==> config.mk <==
export PLATFORM = sky130hd
export DESIGN_NAME = srp_register_programming
export DESIGN_NICKNAME = d
export VERILOG_FILES = /design/src/srp_pkg.sv /design/src/srp_register_programming.sv /design/src/srp_word_store.sv
export VERILOG_INCLUDE_DIRS = /design/src /design/src/src
export SDC_FILE = /design/constraint.sdc
export NUM_CORES = 1
export LEC_CHECK = 0
export ABC_CLOCK_PERIOD_IN_PS = 3900
export BUFFER_PORTS_ARGS = -buffer_cell sky130_fd_sc_hd__buf_2
export CORE_MARGIN = 10
export CORE_UTILIZATION = 35
export DETAILED_ROUTE_END_ITERATION = 7
export GPL_ROUTABILITY_DRIVEN = 0
export PLACE_DENSITY = 0.51
export SYNTH_ARGS = -nofsm -noshare
export SYNTH_HDL_FRONTEND = slang
export SYNTH_SLANG_ARGS = --single-unit
==> constraint.sdc <==
create_clock -name i_clock -period 3.9 [get_ports i_clock]
set_input_delay 0.585 -clock i_clock [delete_from_list [all_inputs] [get_ports i_clock]]
set_output_delay 0.585 -clock i_clock [all_outputs]
set_load 0.1 [all_outputs]
==> src/srp_consts.svh <==
// Named constants of the sensor register-programming block
`ifndef SRP_CONSTS_SVH
`define SRP_CONSTS_SVH

// Command codes
`define SRP_CMD_READ 3'h2
`define SRP_CMD_WRITE 3'h3
`define SRP_CMD_PROGRAM 3'h4
`define SRP_CMD_ERASE 3'h5

// Register addresses
`define SRP_ADR_CLAMP_LOW 4'h1
`define SRP_ADR_CLAMP_HIGH 4'h2
`define SRP_ADR_QUIESCENT 4'h3
`define SRP_ADR_GAIN 4'h4
`define SRP_ADR_CONFIG 4'h5
`define SRP_ADR_PROTECT 4'h6
`define SRP_ADR_SPARE13 4'h8
`define SRP_ADR_DAC 4'h9
`define SRP_ADR_TEMPCO 4'hb
`define SRP_ADR_SPARE0 4'hc
`define SRP_ADR_SHUTDOWN 4'hf

// Store slots of the three spare words behind one address
`define SRP_SLOT_SPARE13_0 4'hd
`define SRP_SLOT_SPARE13_1 4'he
`define SRP_SLOT_SPARE13_2 4'ha
`define SRP_SPARE13_LAST 2'h2

// Data field widths
`define SRP_W_CLAMP_LOW 4'h8
`define SRP_W_CLAMP_HIGH 4'h9
`define SRP_W_QUIESCENT 4'hb
`define SRP_W_GAIN 4'he
`define SRP_W_CONFIG 4'ha
`define SRP_W_PROTECT 4'h1
`define SRP_W_SPARE 4'hd
`define SRP_W_DAC 4'he
`define SRP_W_TEMPCO 4'ha
`define SRP_W_SHUTDOWN 4'hc
`define SRP_W_FIELD 4'he

// Shutdown key
`define SRP_SHUTDOWN_KEY 12'h80f

// Store time and clock rate
`define SRP_PROG_TIME_MS 100
`define SRP_CLK_KHZ 50000

`endif

==> src/srp_pkg.sv <==
// Types of the sensor register-programming block
package srp_pkg;
	typedef enum logic [5:0] {
		SRP_ST_LOAD = 6'h01,
		SRP_ST_IDLE = 6'h02,
		SRP_ST_READ = 6'h04,
		SRP_ST_BUSY = 6'h08,
		SRP_ST_ACK = 6'h10,
		SRP_ST_OFF = 6'h20
	} srp_state_t;

	typedef logic [13:0] srp_word_t;
endpackage

==> src/srp_register_programming.sv <==
// Telegram command interpreter of the sensor settings registers
`include "srp_consts.svh"
`timescale 1ns/1ps
`default_nettype none
module srp_register_programming #(
	parameter int unsigned P_PROG_CYCLES = `SRP_PROG_TIME_MS * `SRP_CLK_KHZ
) (
	input wire logic i_clock,
	input wire logic i_rst_n,
	input wire logic i_tel_valid,
	input wire logic [2:0] i_tel_cmd,
	input wire logic i_tel_cmd_par,
	input wire logic [3:0] i_tel_adr,
	input wire logic i_tel_adr_par,
	input wire logic [15:0] i_tel_data,
	input wire logic i_tel_data_par,
	input wire logic [13:0] i_dac_value,
	input wire logic i_activate_pin,
	output logic o_ack,
	output logic o_rd_valid,
	output logic [15:0] o_rd_data,
	output logic o_rd_par,
	output logic o_sensor_active,
	output logic o_protect_active
);
	srp_pkg::srp_state_t state_reg, state_next;
	logic [2:0] cmd_reg, cmd_next;
	logic [3:0] adr_reg, adr_next;
	logic [31:0] busy_cnt_reg, busy_cnt_next;
	logic [1:0] gp_ptr_reg, gp_ptr_next;
	logic erased_reg, erased_next;
	logic protect_reg, protect_next;
	// Blank cell at power-on; reset must not touch it
	logic lock_nv_reg = 1'b0;
	logic lock_nv_next;
	logic rd_valid_reg, rd_valid_next;
	logic [15:0] rd_data_reg, rd_data_next;
	logic rd_par_reg, rd_par_next;
	logic act_s1_reg, act_s2_reg, act_s3_reg;

	logic par_ok, take, mapped, readable, writable, act_edge;
	logic [3:0] width, idx, shift;
	logic [13:0] mask, aligned, dac_rev;
	logic mem_wr_en, mem_erase, mem_program, mem_reload;
	srp_pkg::srp_word_t mem_rd;

	// Width, access and store slot of each address
	always_comb begin
		width = 4'h0;
		readable = 1'b1;
		writable = 1'b1;
		idx = i_tel_adr;
		unique case (i_tel_adr)
			`SRP_ADR_CLAMP_LOW: width = `SRP_W_CLAMP_LOW;
			`SRP_ADR_CLAMP_HIGH: width = `SRP_W_CLAMP_HIGH;
			`SRP_ADR_QUIESCENT: width = `SRP_W_QUIESCENT;
			`SRP_ADR_GAIN: width = `SRP_W_GAIN;
			`SRP_ADR_CONFIG: width = `SRP_W_CONFIG;
			`SRP_ADR_PROTECT: width = `SRP_W_PROTECT;
			`SRP_ADR_TEMPCO: width = `SRP_W_TEMPCO;
			`SRP_ADR_SPARE0: width = `SRP_W_SPARE;
			`SRP_ADR_SPARE13: begin
				width = `SRP_W_SPARE;
				unique case (gp_ptr_reg)
					2'h0: idx = `SRP_SLOT_SPARE13_0;
					2'h1: idx = `SRP_SLOT_SPARE13_1;
					default: idx = `SRP_SLOT_SPARE13_2;
				endcase
			end
			`SRP_ADR_DAC: begin
				width = `SRP_W_DAC;
				writable = 1'b0;
			end
			`SRP_ADR_SHUTDOWN: begin
				width = `SRP_W_SHUTDOWN;
				readable = 1'b0;
			end
			default: begin
				readable = 1'b0;
				writable = 1'b0;
			end
		endcase
		mask = 14'((15'h1 << width) - 15'h1);
	end

	// Parity as the programmer builds it; any mismatch drops the telegram
	assign par_ok = (i_tel_cmd_par == ~^i_tel_cmd) && (i_tel_adr_par == ^i_tel_adr)
		&& (i_tel_data_par == ~^i_tel_data);
	always_comb begin
		mapped = 1'b0;
		unique case (i_tel_cmd)
			`SRP_CMD_READ: mapped = readable;
			`SRP_CMD_WRITE: mapped = writable;
			`SRP_CMD_PROGRAM, `SRP_CMD_ERASE: mapped = 1'b1;
			default: mapped = 1'b0;
		endcase
	end
	assign take = i_tel_valid && (state_reg == srp_pkg::SRP_ST_IDLE) && par_ok && mapped;
	assign act_edge = act_s2_reg && !act_s3_reg;
	// DAC readback goes out least significant bit first
	assign dac_rev = {<<{i_dac_value}};

	// Only the value bits ending at bit 00 are kept
	assign mem_wr_en = take && (i_tel_cmd == `SRP_CMD_WRITE) && !protect_reg
		&& (i_tel_adr != `SRP_ADR_PROTECT) && (i_tel_adr != `SRP_ADR_SHUTDOWN);
	assign mem_reload = (state_reg == srp_pkg::SRP_ST_LOAD);
	assign mem_erase = (state_reg == srp_pkg::SRP_ST_BUSY) && (busy_cnt_reg == P_PROG_CYCLES - 1)
		&& (cmd_reg == `SRP_CMD_ERASE) && !protect_reg;
	// Program without a preceding erase is not applied
	assign mem_program = (state_reg == srp_pkg::SRP_ST_BUSY) && (busy_cnt_reg == P_PROG_CYCLES - 1)
		&& (cmd_reg == `SRP_CMD_PROGRAM) && !protect_reg && erased_reg;

	srp_word_store u_store (
		.i_clock(i_clock),
		.i_rst_n(i_rst_n),
		.i_wr_en(mem_wr_en),
		.i_wr_idx(idx),
		.i_wr_data(i_tel_data[13:0] & mask),
		.i_rd_idx(idx),
		.i_erase(mem_erase),
		.i_program(mem_program),
		.i_reload(mem_reload),
		.o_rd_data(mem_rd)
	);

	// Left alignment of the read value at bit 13
	always_comb begin
		shift = 4'(`SRP_W_FIELD - width_of_reg(adr_reg));
		aligned = 14'(mem_rd << shift);
	end

	function automatic logic [3:0] width_of_reg(input logic [3:0] a);
		logic [3:0] w;
		w = `SRP_W_SPARE;
		unique case (a)
			`SRP_ADR_CLAMP_LOW: w = `SRP_W_CLAMP_LOW;
			`SRP_ADR_CLAMP_HIGH: w = `SRP_W_CLAMP_HIGH;
			`SRP_ADR_QUIESCENT: w = `SRP_W_QUIESCENT;
			`SRP_ADR_GAIN: w = `SRP_W_GAIN;
			`SRP_ADR_CONFIG: w = `SRP_W_CONFIG;
			`SRP_ADR_TEMPCO: w = `SRP_W_TEMPCO;
			default: w = `SRP_W_SPARE;
		endcase
		return w;
	endfunction

	always_comb begin
		state_next = state_reg;
		cmd_next = cmd_reg;
		adr_next = adr_reg;
		busy_cnt_next = busy_cnt_reg;
		gp_ptr_next = gp_ptr_reg;
		erased_next = erased_reg;
		protect_next = protect_reg;
		lock_nv_next = lock_nv_reg;
		rd_valid_next = 1'b0;
		rd_data_next = rd_data_reg;
		rd_par_next = rd_par_reg;
		unique case (state_reg)
			srp_pkg::SRP_ST_LOAD: begin
				// Stored protection bit is copied into protect_reg only here
				protect_next = lock_nv_reg;
				state_next = srp_pkg::SRP_ST_IDLE;
			end
			srp_pkg::SRP_ST_IDLE: begin
				if (take) begin
					cmd_next = i_tel_cmd;
					adr_next = i_tel_adr;
					busy_cnt_next = '0;
					if (i_tel_adr == `SRP_ADR_SPARE0) begin
						gp_ptr_next = 2'h0;
					end else if (i_tel_adr == `SRP_ADR_SPARE13) begin
						gp_ptr_next = (gp_ptr_reg == `SRP_SPARE13_LAST) ? 2'h0 : 2'(gp_ptr_reg + 2'h1);
					end
					unique case (i_tel_cmd)
						`SRP_CMD_READ: state_next = srp_pkg::SRP_ST_READ;
						`SRP_CMD_WRITE: begin
							state_next = srp_pkg::SRP_ST_ACK;
							if (i_tel_adr == `SRP_ADR_PROTECT && !protect_reg) begin
								lock_nv_next = i_tel_data[0];
							end
							if (i_tel_adr == `SRP_ADR_SHUTDOWN && i_tel_data[11:0] == `SRP_SHUTDOWN_KEY) begin
								state_next = srp_pkg::SRP_ST_OFF;
							end
						end
						default: state_next = srp_pkg::SRP_ST_BUSY;
					endcase
				end
			end
			srp_pkg::SRP_ST_READ: begin
				rd_valid_next = 1'b1;
				if (adr_reg == `SRP_ADR_DAC) begin
					rd_data_next = {2'h0, dac_rev};
				end else if (adr_reg == `SRP_ADR_PROTECT) begin
					rd_data_next = {2'h0, lock_nv_reg, 13'h0000};
				end else begin
					rd_data_next = {2'h0, aligned};
				end
				rd_par_next = ~^rd_data_next;
				state_next = srp_pkg::SRP_ST_ACK;
			end
			srp_pkg::SRP_ST_BUSY: begin
				// Store time elapses before the copies change
				busy_cnt_next = busy_cnt_reg + 32'h1;
				if (busy_cnt_reg == P_PROG_CYCLES - 1) begin
					if (mem_erase) begin
						erased_next = 1'b1;
					end else if (mem_program) begin
						erased_next = 1'b0;
					end
					state_next = srp_pkg::SRP_ST_ACK;
				end
			end
			srp_pkg::SRP_ST_ACK: begin
				rd_valid_next = rd_valid_reg;
				state_next = srp_pkg::SRP_ST_IDLE;
			end
			srp_pkg::SRP_ST_OFF: begin
				// Telegrams are deaf here; a reset counts as a power cycle
				if (act_edge) begin
					state_next = srp_pkg::SRP_ST_IDLE;
				end
			end
		endcase
	end

	always_ff @(posedge i_clock) begin
		if (!i_rst_n) begin
			state_reg <= srp_pkg::SRP_ST_LOAD;
			cmd_reg <= 3'h0;
			adr_reg <= 4'h0;
			busy_cnt_reg <= 32'h0;
			gp_ptr_reg <= 2'h0;
			erased_reg <= 1'b0;
			protect_reg <= 1'b0;
			rd_valid_reg <= 1'b0;
			rd_data_reg <= 16'h0000;
			rd_par_reg <= 1'b0;
			act_s1_reg <= 1'b0;
			act_s2_reg <= 1'b0;
			act_s3_reg <= 1'b0;
		end else begin
			state_reg <= state_next;
			cmd_reg <= cmd_next;
			adr_reg <= adr_next;
			busy_cnt_reg <= busy_cnt_next;
			gp_ptr_reg <= gp_ptr_next;
			erased_reg <= erased_next;
			protect_reg <= protect_next;
			rd_valid_reg <= rd_valid_next;
			rd_data_reg <= rd_data_next;
			rd_par_reg <= rd_par_next;
			act_s1_reg <= i_activate_pin;
			act_s2_reg <= act_s1_reg;
			act_s3_reg <= act_s2_reg;
		end
	end

	// Stored bit, so it lives through reset
	always_ff @(posedge i_clock) begin
		lock_nv_reg <= lock_nv_next;
	end

	assign o_ack = (state_reg == srp_pkg::SRP_ST_ACK);
	assign o_rd_valid = rd_valid_reg && o_ack;
	assign o_rd_data = rd_data_reg;
	assign o_rd_par = rd_par_reg;
	assign o_sensor_active = (state_reg != srp_pkg::SRP_ST_OFF);
	assign o_protect_active = protect_reg;
endmodule // srp_register_programming
`default_nettype wire

==> src/srp_word_store.sv <==
// Working copies and non-volatile copies of the sensor settings
`timescale 1ns/1ps
`default_nettype none
module srp_word_store (
	input wire logic i_clock,
	input wire logic i_rst_n,
	input wire logic i_wr_en,
	input wire logic [3:0] i_wr_idx,
	input wire srp_pkg::srp_word_t i_wr_data,
	input wire logic [3:0] i_rd_idx,
	input wire logic i_erase,
	input wire logic i_program,
	input wire logic i_reload,
	output srp_pkg::srp_word_t o_rd_data
);
	srp_pkg::srp_word_t ram_reg [16];
	srp_pkg::srp_word_t nv_reg [16];
	srp_pkg::srp_word_t rd_reg;
	srp_pkg::srp_word_t rd_next;

	genvar g;
	generate
		for (g = 0; g < 16; g++) begin : g_entry
			srp_pkg::srp_word_t ram_next;
			srp_pkg::srp_word_t nv_next;
			always_comb begin
				ram_next = ram_reg[g];
				nv_next = nv_reg[g];
				if (i_reload) begin
					ram_next = nv_reg[g];
				end else if (i_wr_en && i_wr_idx == 4'(g)) begin
					ram_next = i_wr_data;
				end
				// Every entry at once, never one address
				if (i_erase) begin
					nv_next = '0;
				end else if (i_program) begin
					nv_next = ram_reg[g];
				end
			end
			// Non-volatile copy survives reset on purpose
			always_ff @(posedge i_clock) begin
				ram_reg[g] <= ram_next;
				nv_reg[g] <= nv_next;
			end
		end
	endgenerate

	always_comb begin
		rd_next = ram_reg[i_rd_idx];
	end

	always_ff @(posedge i_clock) begin
		if (!i_rst_n) begin
			rd_reg <= '0;
		end else begin
			rd_reg <= rd_next;
		end
	end

	assign o_rd_data = rd_reg;
endmodule // srp_word_store
`default_nettype wire

# After elaboration in Yosys (flattened, before gate mapping)
# Memory sizes are Yosys's and may differ from the RTL's. A register that Yosys moved wholly into a read port is not among the register bits.
# Index checks and enable logic that the tools add are counted.
word_totals:
  ff_bits: 71
  mem_bits_rw: 448
  input_bits: 44
  out_inout_bits: 21
  memories: 2
classes:
  n_addsub: 4
  eq_ne: 59
  n_shift: 2
  n_mux: 88
  bitwise_logic: 1
  reduce_logical: 61
memory_table:
  columns: ["memory", "words", "word_bits", "read_ports", "rd_ports_with_merged_regs", "write_ports", "line", "text"]
  rows:
  - ["u_store.nv_reg", 16, 14, 16, 0, 16, "srp_word_store.sv:17", "srp_pkg::srp_word_t nv_reg [16];"]
  - ["u_store.ram_reg", 16, 14, 17, 1, 16, "srp_word_store.sv:16", "srp_pkg::srp_word_t ram_reg [16];"]
op_table:
  columns: ["op", "count"]
  rows:
  - ["$mux W14", 66]
  - ["$pmux W32 S2", 1]
  - ["$eq A4 B4 Y1 const B", 15]
  - ["$eq A4 B3 Y1 const B", 10]
  - ["$logic_and A1 B1 Y1", 35]
  - ["$add A32 B1 Y32 const B", 1]
  - ["$eq A32 B23 Y1 const B", 1]
  - ["$mux W32", 1]
  - ["$pmux W4 S8", 1]
  - ["$reduce_xnor A16 Y1", 2]
  - ["$pmux W6 S5", 1]
  - ["$eq A4 B2 Y1 const B", 6]
  - ["$mux W6", 4]
  - ["$reduce_or A10 Y1", 2]
  - ["$mux W16", 1]
  - ["$pmux W3 S5", 1]
  - ["$and A14 B14 Y14", 1]
  - ["$shl A1 B4 Y14 const A", 1]
  - ["$shl A14 B4 Y14", 1]
  - ["$sub A14 B1 Y14 const B", 1]
  - ["$eq A12 B12 Y1 const B", 1]
  - ["$eq A3 B3 Y1 const B", 4]
  - ["$eq A4 B1 Y1 const B", 3]
  - ["$pmux W6 S2", 1]
  - ["33 further kinds", 54]

# Logic depth before layout (Yosys ltp)
depth:
  ltp_word: 13
  ltp_mapped: 17
  ltp_nobuf: 14

# Modules after synthesis
# Synthesis repeated with hierarchy kept, for this count alone.
unflattened:
  cells_unflattened: 2232
  hier_area_um2: 23359.9
modules_own_cells:
  columns: ["module", "instances", "cells_each", "area_per_inst_um2", "seq_area_each_um2"]
  rows:
  - ["srp_word_store", 1, 1685, 18756.7, 11491.0]
  - ["srp_register_programming", 1, 547, 4603.2, 1391.3]

# Worst setup path before layout
# Ideal clock, no wire load.
synth_timing:
  path_type: "reg-to-output"
  from: "register state_reg[0]"
  to: "output port o_rd_valid"
  arrival_ns: 4.100
  path_slack_ns: -0.785
  stages_incl_launch_ff: 4
  path_buffers: 0
  cell_sequence: "dfxtp_1 or4_1 nor3b_1 and2_1"
synth_via:
  elab_chain_cells: 2
synth_lines:
  columns: ["element", "line", "text"]
  rows:
  - ["start, declared", "srp_register_programming.sv:26", "srp_pkg::srp_state_t state_reg, state_next;"]
  - ["start signal, assigned", "srp_register_programming.sv:229", "state_reg <= srp_pkg::SRP_ST_LOAD;"]
  - ["start signal, assigned", "srp_register_programming.sv:243", "state_reg <= state_next;"]
  - ["$eq A6 B5 Y1", "srp_register_programming.sv:264", "assign o_ack = (state_reg == srp_pkg::SRP_ST_ACK);"]
  - ["via o_ack", "srp_register_programming.sv:19", "output logic o_ack,"]
  - ["$logic_and A1 B1 Y1", "srp_register_programming.sv:265", "assign o_rd_valid = rd_valid_reg && o_ack;"]
  - ["end, declared", "srp_register_programming.sv:20", "output logic o_rd_valid,"]
# The timed path passes the listed nets, and every way through them passes these cells.

# Worst setup path in the final report
layout_timing:
  from: "register adr_reg[0]"
  to: "register rd_par_reg, in the netlist o_rd_par"
layout_via:
  elab_chain_cells: 9
  elab_cells_between_ends: 16
  cone_classes: "1 x add/sub; 8 x eq/ne; 1 x shift; 4 x mux; 2 x reduce/logical"
layout_lines:
  columns: ["element", "line", "text"]
  rows:
  - ["start, declared", "srp_register_programming.sv:28", "logic [3:0] adr_reg, adr_next;"]
  - ["start signal, assigned", "srp_register_programming.sv:245", "adr_reg <= adr_next;"]
  - ["$eq A4 B4 Y1 / $eq A4 B3 Y1 (equally long branches)", "srp_register_programming.sv:135", "unique case (a)"]
  - ["$reduce_or A2 Y1 (no line)", null, null]
  - ["$pmux W3 S5", "srp_register_programming.sv:135", null]
  - ["$sub A4 B4 Y4 (no line)", null, null]
  - ["$shl A14 B4 Y14", "srp_register_programming.sv:129", "aligned = 14'(mem_rd << shift);"]
  - ["$mux W14", "srp_register_programming.sv:194", "end else if (adr_reg == `SRP_ADR_PROTECT) begin"]
  - ["$mux W14 (*)", "srp_register_programming.sv:192", "if (adr_reg == `SRP_ADR_DAC) begin"]
  - ["$mux W16 (*)", "srp_register_programming.sv:159", "unique case (state_reg)"]
  - ["$reduce_xnor A16 Y1 (*)", "srp_register_programming.sv:199", "rd_par_next = ~^rd_data_next;"]
  - ["end signal, assigned", "srp_register_programming.sv:252", "rd_par_reg <= rd_par_next;"]
  - ["end, declared", "srp_register_programming.sv:38", "logic rd_par_reg, rd_par_next;"]
# Every way passes the cells marked *; elsewhere a longest branch is shown, timed or not. The select of a mux whose other input is x is not followed.
# A chain may end at the register's enable or synchronous reset.

==> metrics.txt <==
Via Count 18250; PwrDens 503.7 nW/um^2; clk_skew 0.01985 ns; core region area around 66000 sq um; Clk Tree Root Cell clkbuf_16; worst-skew pair later-pin latency around 0.62 ns; synthesized cell area approximately 23000 sq um; crit path max-delay cell type dfxtp_1; Avg WL per Cell 20.11 um; most frequent cells in the layout 638 x nand2_1, 306 x dfxtp_1, 265 x a21oi_1, 227 x a21o_1, 225 x edfxtp_1; commonest non-fill, non-tap cell in the layout nand2_1; Clock power frac 0.399; CP Buf/Inv Count 1; vias in the first global route approximately 18000; Post-Route WL a little under 70000 um; Pre-Repair DR Iteration Count 7; Port Buf Inserts between 60 and 70; Die Y-Extent 277.6 um; # nets final approximately 2600; CTS Buf Count between 50 and 60; utilization after layout 0.4094; CP startpoint kind flop; Starting Density 0.3534; Reg clk slew, reported paths roughly 0.06 ns; Comb power frac 0.125; DP Worst Slack between 0.2 and 0.3 ns; hold slack roughly 0.18 ns; Top FF cell, synth dfxtp_1; Least-Margin Pin Slew roughly 1.1 ns; EDFF count, synth about 230; Tmin final approximately 3.6 ns; dpl hpwl around 43000 um; Syn. warnings 0; post-synthesis sequential area ratio 0.5545; Critical Path Sink Type flop; Synth Instances 2475; Hold WC Path Type primary input to flop; CP top delay family compound AO/OA/AOI/OAI gates; clock sinks 531; Peak VDD IR ~360 uV; async set or reset register ratio after synthesis 0; share of cells above drive strength 1 0.1197; Post-DP Area 25060 sq um; relative slew slack 0.2586; fin crit share 0.9145; area of the die about 77000 sq um; Final Hold Vio Count 0; Slew Limit Fails 0; antenna cells 0; critical path cell sequence nor2_2, o31a_1, ha_1, buf_4, nand3_1, o31ai_1, a221o_1, a222oi_1, xor2_1, xnor3_1, xnor2_2, xnor2_1, or3_1, o211ai_2; max cap viols 0; CTS Hold Bufs 0; FP Rows between 90 and 100; setup ws final around 0.33 ns; first-pass GRT wire length approximately 110000 um; Lkg Pwr about 11 nW; switching pwr 0.003573 W; required time of the critical path ~4.5 ns; pin count of the biggest net entering global routing 114; via/cell ratio around 5.3; Die Wd roughly 280 um; final setup TNS 0 ns; Total GRT Usage 0.1711; CTS tree built; post_cts resized 0; top fanout value on the critical path 18; Synth cell types 72; Avg Cell Area, Syn about 9.4 sq um; GRT overflow 0; Area Overhead vs Synth 15.85%; #FFs+latches synth ~530; switching portion of total power 0.2636; RSZ-0062 raised after global routing no; power share of the sequential group 0.477; fmax 280.4 MHz; initial DRC count 1542; Crit path arrival time 4.12 ns; Final setup viols 0; post-route ant nets 0; H-tree depth 2; DR DRC count 0; Finished Cell Area about 27000 sq um; initial antenna violation count 0; internal cell power approximately 0.01 W; Crit Path Class flop to flop; io pins 65; CTS Buffer Depth 3; status complete, no violations; Worst path max stage delay ~0.64 ns; Post-CTS Setup Repair Bufs 0
## synth_stat cells, drive strengths merged, types with 5 or more instances
master	number	share of area
nand2	641	0.10
dfxtp	306	0.26
a21oi	267	0.058
a21o	227	0.073
edfxtp	225	0.29
clkbuf	170	0.027
nor2	148	0.024
o21ai	44	0.0095
nand3	43	0.0093
a311oi	28	0.011
mux2i	27	0.012
xor2	27	0.010
inv	26	0.0042
a211oi	23	0.0076
buf	23	0.0049
xnor2	22	0.0086
ha	21	0.011
nor3	17	0.0039
a31oi	16	0.0043
nand4	15	0.0040
o22ai	15	0.0040
o32ai	14	0.0053
nor3b	10	0.0032
or3	10	0.0027
mux4	9	0.0089
nand2b	8	0.0022
and2	7	0.0019
and3	7	0.0019
or4	6	0.0019
and4	5	0.0019
nand3b	5	0.0016
nor2b	5	0.0013
nor4b	5	0.0019
o21a	5	0.0016
## stage by stage
step           total power, W  std cells
2_1_floorplan        0.007523       2476
3_3_place_gp         0.008253       3309
3_5_place_dp         0.008279       3309
4_1_cts               0.01373       3413
5_1_grt               0.01408       3413
6_report              0.01356       3413
## worst register-to-register path: cells and delay by family, from the launching register on
family,cells,cell delay (ns)
buffers and inverters,1,0.17
xor gates and xnor gates,4,0.81
and+or+nand+nor,3,0.51
AOI/OAI and AO/OA,5,1.12
DFF,1,0.64
adders and majority gates,1,0.23
## metal layers
layer  global-route usage  wire length, um  vias to the layer above
li1                     -                -                     8686
met1               0.2419            32460                     8951
met2               0.2632            30430                      516
met3              0.02989             4141                       99
met4              0.04963             1610                        0
met5                    0                0                        -
## area by class of cell
| cell class | instances | area (sq um) |
|---|---|---|
| inverters | 26 | 97.59 |
| well taps | 864 | 1081 |
| fillers | 6438 | 38830 |
| flip-flops and latches | 531 | 12880 |
| repair buffers | 162 | 1299 |
| clock buffers | 85 | 1673 |
| multi-input cells | 1726 | 9704 |
| clock inverters | 19 | 178.9 |
## kinds of logic after synthesis
logic type | synth area share
and+or+nand+nor | 0.1699
AOI/OAI and AO/OA | 0.1844
DFF | 0.5545
buffers and inverters | 0.03657
xor gates and xnor gates | 0.02073
muxes | 0.02246
adders and majority gates | 0.01131
other | 0.0001614
## final timing paths
path              slack (ns)  cells past startpoint                                 end                               start
setup / recovery        0.33                     14               o_rd_par$_SDFFE_PN0P_             adr_reg[0]$_SDFFE_PN0P_
hold / removal          0.18                      2               act_s1_reg$_SDFF_PN0_                      i_activate_pin
setup reg to reg        0.33                     14               o_rd_par$_SDFFE_PN0P_             adr_reg[0]$_SDFFE_PN0P_
hold reg to reg         0.45                      2  u_store.nv_reg[12][2]$_SDFFE_PP0P_  u_store.nv_reg[12][2]$_SDFFE_PP0P_
## power by group through the flow
stage                     clock network [W]  registers (W)  logic, W
final                               0.00540        0.00646   0.00169
after global routing                0.00575        0.00650   0.00183
after CTS                           0.00556        0.00646   0.00171
after detailed placement                  0        0.00658   0.00170
after global placement                    0        0.00657   0.00168
after floorplan                           0        0.00654  0.000984
Power figures use the tool's default switching activity.
